**src/hdl/disr_pkg.sv**
```systemverilog
/*
  Package for the discrete input serial reader: widths and sampler depths.
  Assumes nothing beyond a SystemVerilog compiler.
*/
package disr_pkg;
  localparam int          CHANNELS     = 8;
  localparam int          SYNC_STAGES  = 3;
  localparam logic        LEVEL_GROUND = 1'h0;
  localparam logic        LEVEL_OPEN   = 1'h1;
  localparam logic [1:0]  RST_ASSERTED = 2'h0;
  localparam logic [1:0]  RST_RELEASED = 2'h3;
  localparam real         SCLK_MAX_MHZ = 10.0;
  localparam real         CLK_MHZ      = 100.0;
  localparam int          SCLK_MIN_CLKS = int'(CLK_MHZ / SCLK_MAX_MHZ);
endpackage : disr_pkg

```
**src/hdl/disr_top.sv**
```systemverilog
/*
  Discrete input serial reader: parallel capture on chip select fall, serial shift on serial clock rise.
  Assumes the host pins (chip select, serial clock, serial in) and the channel levels are asynchronous
  to clk, and that an external wire resolves serial_out from its output enable.
*/
// Function
// The channel states are held in an eight-bit register loaded in parallel and read out serially.
// With chip select high the output is released and serial clock edges leave the register alone.
// Each falling chip select copies channel n into register bit n.
// With chip select low each rising serial clock moves bit n to bit n+1 and takes serial in into bit 1.
// The serial output shows register bit 8, updated after each rising serial clock.
// A low chip select enables both the output driver and shifting.
// A grounded channel is stored as 0 and an open channel as 1.
// Eight-cycle single reads and sixteen-cycle two-device chained reads both work.
// The host keeps the serial clock at or below ten megahertz.
// The host holds serial clock low at chip select fall and samples before each rising edge.
module disr_top #(
  parameter int WIDTH = disr_pkg::CHANNELS
) (
  input  wire logic             clk,
  input  wire logic             rst_n,
  input  wire logic             cs_n,
  input  wire logic             sclk,
  input  wire logic             serial_in,
  input  wire logic [WIDTH-1:0] din,
  output logic                  serial_out,
  output logic                  serial_out_oe
);
  initial begin
    if (WIDTH < 2) $error("WIDTH must be at least 2");
  end

  localparam int S = disr_pkg::SYNC_STAGES;

  logic [1:0]       rst_sync_q;
  logic             rst_ok_n;
  logic [S-1:0]     cs_sync_q;
  logic [S-1:0]     sclk_sync_q;
  logic [S-1:0]     si_sync_q;
  logic [WIDTH-1:0] din_s1_q;
  logic [WIDTH-1:0] din_s2_q;
  logic             cs_n_q;
  logic             sclk_q;
  logic             si_q;
  logic [WIDTH-1:0] capture_shift_register_q;
  logic [WIDTH-1:0] capture_shift_register_d;

  always_ff @(posedge clk or negedge rst_n) begin
    if (!rst_n) rst_sync_q <= disr_pkg::RST_ASSERTED;
    else rst_sync_q <= {rst_sync_q[0], 1'h1};
  end
  assign rst_ok_n = rst_sync_q[1];

  // Three-stage samplers on the host pins; a level change counts once the last two stages agree; channels pass two plain stages
  always_ff @(posedge clk or negedge rst_ok_n) begin
    if (!rst_ok_n) begin
      cs_sync_q   <= '1;
      sclk_sync_q <= '0;
      si_sync_q   <= '0;
      din_s1_q    <= '0;
      din_s2_q    <= '0;
      cs_n_q      <= 1'h1;
      sclk_q      <= 1'h0;
      si_q        <= 1'h0;
    end else begin
      cs_sync_q   <= {cs_sync_q[S-2:0], cs_n};
      sclk_sync_q <= {sclk_sync_q[S-2:0], sclk};
      si_sync_q   <= {si_sync_q[S-2:0], serial_in};
      din_s1_q    <= din;
      din_s2_q    <= din_s1_q;
      if (cs_sync_q[S-1] == cs_sync_q[S-2]) cs_n_q <= cs_sync_q[S-1];
      if (sclk_sync_q[S-1] == sclk_sync_q[S-2]) sclk_q <= sclk_sync_q[S-1];
      if (si_sync_q[S-1] == si_sync_q[S-2]) si_q <= si_sync_q[S-1];
    end
  end

  wire cs_next   = (cs_sync_q[S-1] == cs_sync_q[S-2]) ? cs_sync_q[S-1] : cs_n_q;
  wire sclk_next = (sclk_sync_q[S-1] == sclk_sync_q[S-2]) ? sclk_sync_q[S-1] : sclk_q;
  wire si_next   = (si_sync_q[S-1] == si_sync_q[S-2]) ? si_sync_q[S-1] : si_q;
  wire cs_fall   = cs_n_q && !cs_next;
  wire sclk_rise = !sclk_q && sclk_next && !cs_n_q && !cs_next;

  // Channel levels pass through unchanged: ground reads 0, open reads 1
  always_comb begin
    capture_shift_register_d = capture_shift_register_q;
    if (cs_fall) capture_shift_register_d = din_s2_q;
    else if (sclk_rise) begin
      capture_shift_register_d = {capture_shift_register_q[WIDTH-2:0], si_next};
    end
  end

  always_ff @(posedge clk or negedge rst_ok_n) begin
    if (!rst_ok_n) begin
      capture_shift_register_q <= '0;
      serial_out               <= disr_pkg::LEVEL_GROUND;
      serial_out_oe            <= 1'h0;
    end else begin
      capture_shift_register_q <= capture_shift_register_d;
      serial_out               <= capture_shift_register_d[WIDTH-1];
      serial_out_oe            <= !cs_next;
    end
  end

  AST_HIZ_WHEN_DESELECTED: assert property (@(posedge clk) disable iff (!rst_ok_n)
    (cs_n_q && cs_next) |=> !serial_out_oe) else $error("output driven while deselected");
  AST_HOLD_WHEN_DESELECTED: assert property (@(posedge clk) disable iff (!rst_ok_n)
    (cs_n_q && cs_next) |=> $stable(capture_shift_register_q)) else $error("register moved while deselected");
  AST_LOAD_ON_SELECT: assert property (@(posedge clk) disable iff (!rst_ok_n)
    cs_fall |=> capture_shift_register_q == $past(din_s2_q)) else $error("parallel load wrong");
  AST_SHIFT_ON_RISE: assert property (@(posedge clk) disable iff (!rst_ok_n)
    sclk_rise |=> capture_shift_register_q[0] == $past(si_next)
      && capture_shift_register_q[WIDTH-1:1] == $past(capture_shift_register_q[WIDTH-2:0]))
    else $error("shift wrong");
  AST_OUT_IS_MSB: assert property (@(posedge clk) disable iff (!rst_ok_n)
    serial_out == capture_shift_register_q[WIDTH-1]) else $error("serial out not msb");
  AST_OE_FOLLOWS_SELECT: assert property (@(posedge clk) disable iff (!rst_ok_n)
    (!cs_n_q && !cs_next) |=> serial_out_oe) else $error("driver off while selected");
  AST_OPEN_READS_ONE: assert property (@(posedge clk) disable iff (!rst_ok_n)
    (cs_fall && din_s2_q[WIDTH-1] == disr_pkg::LEVEL_OPEN) |=> serial_out == disr_pkg::LEVEL_OPEN)
    else $error("open channel not 1");
  AST_QUIET_NO_SHIFT: assert property (@(posedge clk) disable iff (!rst_ok_n)
    (!cs_fall && !sclk_rise) |=> $stable(capture_shift_register_q)) else $error("spurious change");
  AST_LOAD_IS_MSB_OUT: assert property (@(posedge clk) disable iff (!rst_ok_n)
    cs_fall |=> serial_out == $past(din_s2_q[WIDTH-1])) else $error("first bit not top channel");

  COV_LOAD: cover property (@(posedge clk) disable iff (!rst_ok_n) cs_fall);
  COV_SHIFT: cover property (@(posedge clk) disable iff (!rst_ok_n) sclk_rise);
  COV_DESELECT: cover property (@(posedge clk) disable iff (!rst_ok_n) !cs_n_q ##1 cs_n_q);

  // Shift bookkeeping for the read covers below: rising serial clocks counted since the last load
  localparam int CW = $clog2(2 * WIDTH + 1) + 1;

  logic [CW-1:0] shift_count_q;
  wire           count_full  = &shift_count_q;
  wire           single_done = (shift_count_q == CW'(WIDTH));
  wire           chain_done  = (shift_count_q == CW'(2 * WIDTH));
  wire           cs_rise     = !cs_n_q && cs_next;

  always_ff @(posedge clk or negedge rst_ok_n) begin
    if (!rst_ok_n) begin
      shift_count_q <= '0;
    end else if (cs_fall) begin
      shift_count_q <= '0;
    end else if (sclk_rise && !count_full) begin
      shift_count_q <= shift_count_q + CW'(1);
    end
  end

  // Driver enable tracks the filtered select level
  AST_OE_ON_SELECT: assert property (@(posedge clk) disable iff (!rst_ok_n)
    cs_fall |=> serial_out_oe)
    else $error("driver not enabled on select");
  AST_OE_RELEASE: assert property (@(posedge clk) disable iff (!rst_ok_n)
    cs_rise |=> !serial_out_oe)
    else $error("driver not released on deselect");

  // No serial clock rise is taken during a load or while deselected
  AST_NO_SHIFT_ON_LOAD: assert property (@(posedge clk) disable iff (!rst_ok_n)
    cs_fall |-> !sclk_rise)
    else $error("shift during load");
  AST_DESELECT_NO_RISE: assert property (@(posedge clk) disable iff (!rst_ok_n)
    cs_n_q |-> !sclk_rise)
    else $error("shift while deselected");

  // Samplers only move once the two last stages agree
  AST_CS_FILTERED: assert property (@(posedge clk) disable iff (!rst_ok_n)
    (cs_sync_q[S-1] != cs_sync_q[S-2]) |=> $stable(cs_n_q))
    else $error("select moved on disagreeing stages");
  AST_SCLK_FILTERED: assert property (@(posedge clk) disable iff (!rst_ok_n)
    (sclk_sync_q[S-1] != sclk_sync_q[S-2]) |=> $stable(sclk_q))
    else $error("serial clock moved on disagreeing stages");

  // Each rise presents the next lower bit on the output
  AST_NEXT_BIT_OUT: assert property (@(posedge clk) disable iff (!rst_ok_n)
    sclk_rise |=> serial_out == $past(capture_shift_register_q[WIDTH-2]))
    else $error("next bit not presented");
  AST_OUT_HOLDS: assert property (@(posedge clk) disable iff (!rst_ok_n)
    (!cs_fall && !sclk_rise) |=> $stable(serial_out))
    else $error("output moved without an edge");

  COV_SINGLE_READ: cover property (@(posedge clk) disable iff (!rst_ok_n) single_done && cs_rise);
  COV_CHAIN_READ: cover property (@(posedge clk) disable iff (!rst_ok_n) chain_done && cs_rise);
endmodule : disr_top

```
**config.mk**
```make
export PLATFORM = sky130hd
export DESIGN_NAME = disr_top
export DESIGN_NICKNAME = d
export VERILOG_FILES = /design/src/hdl/disr_pkg.sv /design/src/hdl/disr_top.sv
export SDC_FILE = /design/constraint.sdc
export NUM_CORES = 1
export LEC_CHECK = 0
export ABC_CLOCK_PERIOD_IN_PS = 1500
export BUFFER_PORTS_ARGS = -buffer_cell sky130_fd_sc_hd__buf_2
export CAP_MARGIN = 20
export CORE_MARGIN = 5
export CORE_UTILIZATION = 50
export DETAILED_ROUTE_END_ITERATION = 8
export PLACE_DENSITY = 0.81
export SLEW_MARGIN = 40
export SYNTH_ARGS = -nofsm -noshare
export SYNTH_HDL_FRONTEND = slang
export SYNTH_SLANG_ARGS = --single-unit
```
**constraint.sdc**
```tcl
create_clock -name clk -period 1.5 [get_ports clk]
set_clock_uncertainty 0.15 [all_clocks]
set_input_delay 0.075 -clock clk [delete_from_list [all_inputs] [get_ports clk]]
set_output_delay 0.075 -clock clk [all_outputs]
set_load 0.02 [all_outputs]
```
==> results of run 1 <==
==> registers in the layout, summed over array words and instances (netlist names) <==
| signal | flops |
|---|---|
| cs_sync_q | 3 |
| si_sync_q | 3 |
| din_s1_q | 8 |
| rst_sync_q | 2 |
| sclk_q | 1 |
| capture_shift_register_q | 8 |
| din_s2_q | 8 |
| si_q | 1 |
| serial_out_oe | 1 |
| sclk_sync_q | 3 |
| cs_n_q | 1 |
==> worst max-delay path by stage <==
stage / from / to / slack (ns) / depth (start not counted)
6_report: cs_n_q / capture_shift_register_q[2] / -0.35 / 4
3_5_place_dp: cs_n_q / capture_shift_register_q[2] / -0.38 / 4
5_1_grt: cs_n_q / capture_shift_register_q[4] / -0.40 / 4
2_1_floorplan: cs_n_q / capture_shift_register_q[7] / -0.33 / 4
4_1_cts: cs_n_q / capture_shift_register_q[2] / -0.37 / 4
3_3_place_gp: cs_n_q / capture_shift_register_q[2] / -0.35 / 4
==> cell usage after synthesis (all sizes together) <==
cell	n	area, µm²
nand2	2	7.51
inv	1	3.75
o211ai	2	15.0
buf	1	11.3
or3b	1	8.76
mux2	12	180
dfstp	4	105
nand3b	1	7.51
a21oi	1	5.00
conb	1	3.75
nand3	4	20.0
a21o	1	8.76
nor3b	1	7.51
dfrtp	35	876
maj3	2	20.0
o21ai	2	13.8
and3b	1	8.76
==> final cells by class <==
class                   instances  area share, %
clock buffers                   5           2.22
clock inverters                 3           4.00
inverters                       1          0.222
multi-input cells              31           18.1
flip-flops and latches         39           58.0
well taps                      30           2.22
repair buffers                 34           15.2
==> stage by stage <==
step | hold WS, ns | setup TNS (ns) | cell area (µm²) | instances | power, W
2_1_floorplan | -0.371 | -1.97 | 1300 | 72 | 0.00158
3_3_place_gp | -0.290 | -2.08 | 1450 | 122 | 0.00167
3_5_place_dp | -0.283 | -2.25 | 1450 | 122 | 0.00170
4_1_cts | 0.154 | -2.21 | 1690 | 143 | 0.00259
5_1_grt | 0.191 | -2.51 | 1690 | 143 | 0.00268
6_report | 0.131 | -2.10 | 1690 | 143 | 0.00255
==> repair_timing <==
item	CTS	global route
resized for setup	1	0
setup endpoints to repair	8	8
hold buffers	13	0
endpoints found under the hold margin	13	0
==> per-layer routing <==
metal / GRT usage, % / part of all wire [%] / routed length (µm)
met1: 15.8 / 39 / 794
met2: 21.9 / 51 / 1040
met3: 5.66 / 5.1 / 102
met4: 11.1 / 3.9 / 78
met5: 0 / 0 / 0
==> worst register-to-register path, stage by stage, from the launching register on <==
cell,delay (ns)
dfstp_2,0.54
or3b_1,0.36
buf_6,0.16
mux2_4,0.29
mux2_4,0.26
==> cells by family (layout without fill, tap and decap cells) <==
family | after synthesis | in the layout
buf+inv | 2 | 43
flops | 39 | 39
mux | 12 | 12
simple gates | 10 | 10
fa+ha+maj | 2 | 2
compound gates | 6 | 6
other cells | 1 | 1
==> report_power, final <==
group | switching [W] | internal [W]
Sequential | 0.0000835 | 0.00120
Clock | 0.000331 | 0.000518
Combinational | 0.000141 | 0.000282
==> placed cells by master (no fill, tap or decap), types with 2 or more instances in the layout <==
master         synthesis  final
dfrtp_1               35     35
buf_2                  0     14
dlygate4sd3_1          0     13
mux2_4                12     12
buf_4                  0      6
clkbuf_4               0      5
nand3_1                4      4
dfstp_2                4      4
maj3_1                 2      2
nand2_1                2      2
o211ai_1               2      2
bufinv_16              0      2
==> flow_metrics.py, run 1 <==
metrics = {
    "outcome": {
        "outcome": "finished with violations",
        "violations": "setup timing",
    },
    "final_layout": {
        "seq_area_um2": 981,
        "final_nets": 125,
        "multi_input_area_um2": 307,
        "fin_util_pct": 68.2,
        "drive_above_1_share_pct": 41.6,
        "antenna_cells": 0,
        "fill_cells": 177,
        "area_growth_pct": 29.8,
    },
    "placed_design": {
        "dpl_worst_slack_ns": -0.376,
        "io_buffers": 14,
        "dp_hpwl_um": 1340,
        "gp_congestion": 0.832,
    },
    "synthesis": {
        "synth-xor-area-share_pct": 0,
        "syn-num-nets": 85,
        "syn_inst": 72,
        "syn_area_mm2": 0.00130,
        "ys_ff_latch": 39,
        "synth_top_family_by_area": "multiplexers",
        "synthMuxAreaShare_pct": 13.8,
        "synthAdderAreaFrac_pct": 1.54,
        "synth.avg_cell_area_um2": 18.1,
        "seq_area_frac_synth_pct": 75.3,
        "synth-compound-area-share_pct": 3.27,
        "yosysWarnings": 0,
        "ys_types": 18,
        "synth_simple_gate_area_share_pct": 4.61,
    },
    "critical_path": {
        "cp.buffers_inverters": 1,
        "cp-end-kind": "register",
        "arrival_ns": 1.94,
        "crit_path_max_fanout": 9,
        "cpMostUsedCell": "mux2_4",
        "rrSetupSlack_ns": -0.35,
        "r2r_start": "cs_n_q",
        "crit_path_cell_trace": "or3b_1 -> buf_6 -> mux2_4 -> mux2_4",
        "r2r_end": "capture_shift_register_q[2]",
        "cp_slowest_stage_delay_ns": 0.54,
        "reg2reg_depth": 4,
        "cp_top_family": "multiplexers",
        "crit_path_start_kind": "register",
        "crit_type": "register to register",
        "slowest_stage": "dfstp_2",
        "worstPathRequired_ns": 1.59,
    },
    "route": {
        "vias": 679,
        "wire_per_inst_um": 14.1,
        "drt-total-wl_um": 2010,
        "route.detailed.drc": 0,
        "drtIter0Drc": 9,
        "ant_nets": 0,
        "viasPerCell": 4.75,
        "drt-pass1-iter-count": 4,
    },
    "die": {
        "initial_core_util_pct": 52.6,
        "die_h_um": 61.0,
        "num_io_pins": 15,
        "die_x_um": 61.0,
        "die_area_mm2": 0.00373,
        "core_area_mm2": 0.00248,
        "num_rows": 18,
    },
    "clocking": {
        "path_clk_slew_ns": 0.12,
        "htreeDepth": 2,
        "clk_latency_ns": 0.34,
        "clockBufferDepth": 2,
        "cts_setup_buffers": 0,
        "clockRootBuffer": "clkbuf_4",
        "tritoncts": "done",
        "cts_buffers": 5,
        "cts_num_sinks": 39,
    },
    "pwr": {
        "p_per_area_mw_per_mm2": 1510,
        "peakVddDrop_uv": 1270,
        "power_leakage_nw": 0.802,
    },
    "timing": {
        "clock.fmax_mhz": 540,
        "finalHoldViolations": 0,
        "rsz0062_at_grt": "true",
        "fin_ws_ns": -0.352,
        "setup_violations": 8,
        "fin_crit_sh_pct": 123,
        "drv_slew": 0,
        "min_period_ns": 1.85,
    },
    "global_route": {
        "gr-total-overflow": 0,
        "track_usage_pct": 14.3,
        "grt_pass1_wl_um": 3490,
        "grt_start_max_net_pins": 38,
        "antenna_found_initial": 0,
        "first_global_vias": 749,
    },
    "run": {
        "max-cap-violations": 0,
    },
    "worst_hold_path": {
        "hold_class": "register to async pin",
    },
}
Note: power is estimated with default switching activity, not from simulation.
==> inputs of run 2 (changes only) <==
Settings changed: CORE_UTILIZATION 50 to 55, PLACE_DENSITY 0.81 to 0.87.
==> run 2 against run 1 <==
  * The run still ends with setup timing left
  * Utilization rose by 8.4 points
  * Setup slack got worse by 0.059 ns
  * Cell area increased by 1.2%
  * Clock-buffer cell count is the same
  * Non-clock buffer count grew 4
  * Highest routed layer unchanged
==> flow_metrics.py, run 2 (synthesized netlist as in run 1, its figures left out) <==
metrics = {
    "placed_design": {
        "gp_congestion": 0.799,
        "dpl_worst_slack_ns": -0.399,
        "postPlaceCellArea_mm2": 0.00147,
        "io_buffers": 14,
        "dp_hpwl_um": 1480,
    },
    "pwr": {
        "p_per_area_mw_per_mm2": 1440,
        "power_leakage_nw": 0.814,
        "peakVddDrop_uv": 1550,
    },
    "critical_path": {
        "crit_type": "register to register",
        "worstPathRequired_ns": 1.59,
        "cp-end-kind": "register",
        "arrival_ns": 2.00,
        "crit_path_max_fanout": 5,
        "cpMostUsedCell": "mux2_4",
        "crit_path_cell_trace": "or3b_4 -> buf_6 -> mux2_4 -> mux2_4",
        "cp_slowest_stage_delay_ns": 0.55,
        "slowest_stage": "dfstp_2",
        "crit_path_start_kind": "register",
    },
    "worst_hold_path": {
        "hold_class": "register to async pin",
    },
    "route": {
        "route.detailed.drc": 0,
        "viasPerCell": 5.17,
        "drt-total-wl_um": 2840,
        "topRoutingLayerUsed": "met4",
        "wl_met2_um": 1630,
        "wl_met1_um": 1010,
        "drt-pass1-iter-count": 4,
        "ant_nets": 0,
        "wl_met3_um": 109,
        "drtIter0Drc": 16,
        "vias": 749,
        "wire_per_inst_um": 19.6,
    },
    "clocking": {
        "clockBufferDepth": 2,
        "clockRootBuffer": "clkbuf_4",
        "clk_latency_ns": 0.35,
        "cts_buffers": 5,
        "cts_setup_buffers": 0,
        "cts_num_sinks": 39,
        "path_clk_slew_ns": 0.13,
        "tritoncts": "done",
        "htreeDepth": 2,
    },
    "timing": {
        "fin_crit_sh_pct": 127,
        "rsz0062_at_grt": "true",
        "drv_slew": 0,
        "min_period_ns": 1.91,
        "fin_ws_ns": -0.412,
        "setup_violations": 8,
        "finalHoldViolations": 0,
        "clock.fmax_mhz": 523,
    },
    "global_route": {
        "grt_start_max_net_pins": 26,
        "grt_pass1_wl_um": 4470,
        "gr-total-overflow": 0,
        "track_usage_pct": 19.1,
        "first_global_vias": 855,
        "antenna_found_initial": 0,
    },
    "die": {
        "die_x_um": 58.7,
        "initial_core_util_pct": 58.3,
        "num_io_pins": 15,
        "core_area_mm2": 0.00223,
        "die_h_um": 58.7,
        "die_area_mm2": 0.00344,
        "num_rows": 17,
    },
    "final_layout": {
        "largestRegisters": "capture_shift_register_q: 8 flops, din_s1_q: 8 flops, din_s2_q: 8 flops",
        "fill_cells": 131,
        "drive_above_1_share_pct": 44.4,
        "area_growth_pct": 31.3,
        "final_cell_mix": "dfrtp_1 (35), buf_2 (14), dlygate4sd3_1 (13)",
        "final_common_cell": "dfrtp_1",
        "final_nets": 129,
        "final_area_mm2": 0.00171,
        "antenna_cells": 0,
    },
    "outcome": {
        "violations": "setup timing",
        "outcome": "finished with violations",
    },
    "run": {
        "max-cap-violations": 0,
    },
}
-- run 2: power breakdown --
part | switching (W) | leakage (nW) | internal [W]
sequential | 0.0000843 | 0.456 | 0.00120
clock | 0.000368 | 0.0418 | 0.000356
combinational | 0.000162 | 0.317 | 0.000294
-- run 2: final timing paths --
kind / cells past startpoint / start / slack, ns / to
setup / recovery: 4 / cs_n_q / -0.41 / capture_shift_register_q[3]
hold / removal: 1 / rst_sync_q[1] / 0.07 / din_s1_q[2]
setup reg to reg: 4 / cs_n_q / -0.41 / capture_shift_register_q[3]
hold reg to reg: 1 / rst_sync_q[1] / 0.07 / din_s1_q[2]
max in group asynchronous: 3 / rst_n / 0.65 / rst_sync_q[0]
min in group clk: 2 / din[6] / 0.22 / din_s1_q[6]
-- run 2: stage by stage --
step | setup TNS (ns) | instances | util, % | power [W] | hold WS (ns)
3_3_place_gp | -2.09 | 123 | 65.9 | 0.00168 | -0.289
4_1_cts | -2.43 | 145 | 76.0 | 0.00245 | 0.0504
3_5_place_dp | -2.35 | 123 | 65.9 | 0.00171 | -0.288
6_report | -2.55 | 145 | 76.6 | 0.00247 | 0.0658
2_1_floorplan | -1.97 | 72 | - | 0.00158 | -0.371
5_1_grt | -2.87 | 145 | 76.6 | 0.00257 | 0.0986
-- run 2: final cells by class --
class / count / area (µm²) / share of cell area [%]
Timing Repair Buffer: 38 / 290 / 17.0
Sequential cell: 39 / 981 / 57.4
Inverter: 1 / 3.75 / 0.219
Multi-Input combinational cell: 31 / 317 / 18.5
Clock inverter: 3 / 46.3 / 2.71
Tap cell: 28 / 35.0 / 2.05
Clock buffer: 5 / 37.5 / 2.19
-- run 2: repair_timing --
action / CTS / global route
hold buffers: 13 / 0
setup endpoints to repair: 8 / 8
resized for setup: 2 / 4
hold endpoints to repair: 13 / 0
pin swaps: 0 / 1
gates cloned: 1 / 0
-- run 2: layer usage --
metal | vias to the layer above | GRT usage, %
met2 | 20 | 34.4
met4 | 0 | 11.3
met5 | - | 0
met1 | 384 | 19.6
met3 | 8 | 5.26
li1 | 337 | -
-- run 2: critical path: cells and delay by family, from the launching register on --
| family | cells | cell delay, ns |
|---|---|---|
| flip-flops | 1 | 0.55 |
| multiplexers | 2 | 0.55 |
| AND/OR/NAND/NOR | 1 | 0.40 |
| buffers and inverters | 1 | 0.15 |
==> inputs of run 3 (changes only) <==
Settings changed: CTS_CLUSTER_SIZE from default to 12, GPL_TIMING_DRIVEN from default to 0, RECOVER_POWER from default to 50.
==> run 3 against run 2 <==
  * The run still ends with setup timing left
  * Largest cell class unchanged
  * Utilization shrank 3.4 points
  * Combinational power shrank 13%
  * Register-to-register slack gained 0.03 ns
  * Critical path type unchanged
  * Die area is the same
  * Non-clock buffer count shrank 8
  * First-iteration DRC count shrank 44%
  * Fmax grew 1.4%
  * Final cell count shrank 5.5%
  * Hold slack gained 0.12 ns
==> flow_metrics.py, run 3 (synthesized netlist as in run 1, its figures left out) <==
metrics = {
    "final_layout": {
        "antenna_cells": 0,
        "final_common_cell": "dfrtp_1",
        "drive_above_1_share_pct": 38.5,
        "instances_no_fill": 137,
        "area_growth_pct": 25.6,
        "final_area_mm2": 0.00164,
        "final_nets": 121,
        "largestRegisters": "capture_shift_register_q: 8 flops, din_s1_q: 8 flops, din_s2_q: 8 flops",
        "final_cell_mix": "dfrtp_1 (34), buf_2 (14), dlygate4sd3_1 (13)",
    },
    "die": {
        "die_h_um": 58.7,
        "core_area_mm2": 0.00223,
        "die_area_mm2": 0.00344,
        "die_x_um": 58.7,
        "num_rows": 17,
        "initial_core_util_pct": 58.3,
        "num_io_pins": 15,
    },
    "outcome": {
        "violations": "setup timing",
        "outcome": "finished with violations",
    },
    "pwr": {
        "power_leakage_nw": 0.768,
        "p_total_w": 0.00236,
        "peakVddDrop_uv": 1250,
        "p_per_area_mw_per_mm2": 1440,
    },
    "global_route": {
        "gr-usage-met3_pct": 4.82,
        "track_usage_pct": 14.6,
        "first_global_vias": 765,
        "gr-total-overflow": 0,
        "use_met2_pct": 26.0,
        "grt_start_max_net_pins": 38,
        "top_usage_layer": "met2",
        "grt_use_met1_pct": 16.8,
        "antenna_found_initial": 0,
        "grt_pass1_wl_um": 3630,
    },
    "timing": {
        "slew_headroom_pct": 51.8,
        "setup_violations": 8,
        "drv_slew": 0,
        "rsz0062_at_grt": "true",
        "finalHoldViolations": 0,
        "holdWs_ns": 0.187,
        "min_period_ns": 1.89,
        "tns_ns": -2.38,
        "fin_crit_sh_pct": 126,
        "clock.fmax_mhz": 530,
        "fin_ws_ns": -0.385,
        "worst-slew-pin-transition_ns": 0.723,
    },
    "placed_design": {
        "postPlaceCellArea_mm2": 0.00141,
        "dp_hpwl_um": 1200,
        "gp_congestion": 0.758,
        "dp.cells": 114,
        "io_buffers": 14,
    },
    "critical_path": {
        "rrSetupSlack_ns": -0.39,
        "r2r_end": "capture_shift_register_q[6]",
        "arrival_ns": 1.95,
        "worstPathRequired_ns": 1.57,
        "crit_type": "register to register",
        "cp-end-kind": "register",
        "reg2reg_depth": 4,
        "crit_path_max_fanout": 4,
        "crit_path_start_kind": "register",
        "r2r_start": "cs_n_q",
        "critPathLaunch": "cs_n_q",
    },
    "clocking": {
        "clockBufferDepth": 2,
        "cts_buffers": 5,
        "tritoncts": "done",
        "htreeDepth": 2,
        "path_clk_slew_ns": 0.11,
        "clockRootBuffer": "clkbuf_4",
        "clk_latency_ns": 0.33,
        "cts_num_sinks": 39,
    },
    "route": {
        "drt-pass1-iter-count": 3,
        "route.detailed.drc": 0,
        "ant_nets": 0,
        "viasPerCell": 4.85,
        "wire_per_inst_um": 15.1,
        "drtIter0Drc": 9,
        "drt-total-wl_um": 2070,
        "vias": 665,
    },
    "worst_hold_path": {
        "hold_class": "register to async pin",
    },
    "run": {
        "max-cap-violations": 0,
    },
}
-- run 3: changes by cell type in the layout (fill, tap and decap cells not counted), sizes merged --
cell	previous run	this run
buf	25	17
clkbuf	5	6
inv	2	1
-- run 3: area by class of cell --
| cell class | instances | area (µm²) |
|---|---|---|
| plain buffers | 1 | 11.3 |
| clock inverters | 2 | 37.5 |
| well taps | 28 | 35.0 |
| clock buffers | 6 | 41.3 |
| repair buffers | 29 | 215 |
| inverters | 1 | 3.75 |
| multi-input cells | 31 | 309 |
| flip-flops and latches | 39 | 982 |
| fillers | 128 | 598 |
-- run 3: worst max-delay path: stages (launching register included) --
cell     delay, ns
dfstp_2       0.54
or3b_4        0.39
buf_4         0.16
mux2_4        0.29
mux2_4        0.25
-- run 3: stage by stage --
step | util (%) | setup WS (ns)
after floorplan | - | -0.329
after global placement | 63.0 | -0.368
after detailed placement | 63.1 | -0.380
after CTS | 73.1 | -0.383
after global routing | 73.2 | -0.438
final | 73.2 | -0.385
-- run 3: layer usage --
metal  vias to the layer above  share of wire [%]
li1                        315                  -
met1                       333                 40
met2                        14                 55
met3                         3                4.0
met4                         0               0.92
met5                         -                  0
-- run 3: how the worst max path moves through the flow --
stage / end
after floorplan: capture_shift_register_q[7]
after global placement: capture_shift_register_q[4]
after detailed placement: capture_shift_register_q[1]
after CTS: capture_shift_register_q[6]
after global routing: capture_shift_register_q[6]
final: capture_shift_register_q[6]
-- run 3: what timing repair did --
item | in CTS | in global routing
buffers inserted | 1 | 0
hold endpoints to repair | 13 | 0
setup endpoints to repair | 8 | 8
resized for setup | 1 | 1
cloned | 1 | 0
hold buffers | 13 | 0
pin swaps | 0 | 1
-- run 3: report_power, final --
part,total [W],internal [W],switching [W]
clock network,0.000666,0.000352,0.000314
registers,0.00130,0.00120,0.0000982
logic,0.000396,0.000274,0.000121
total,0.00236,0.00183,0.000533
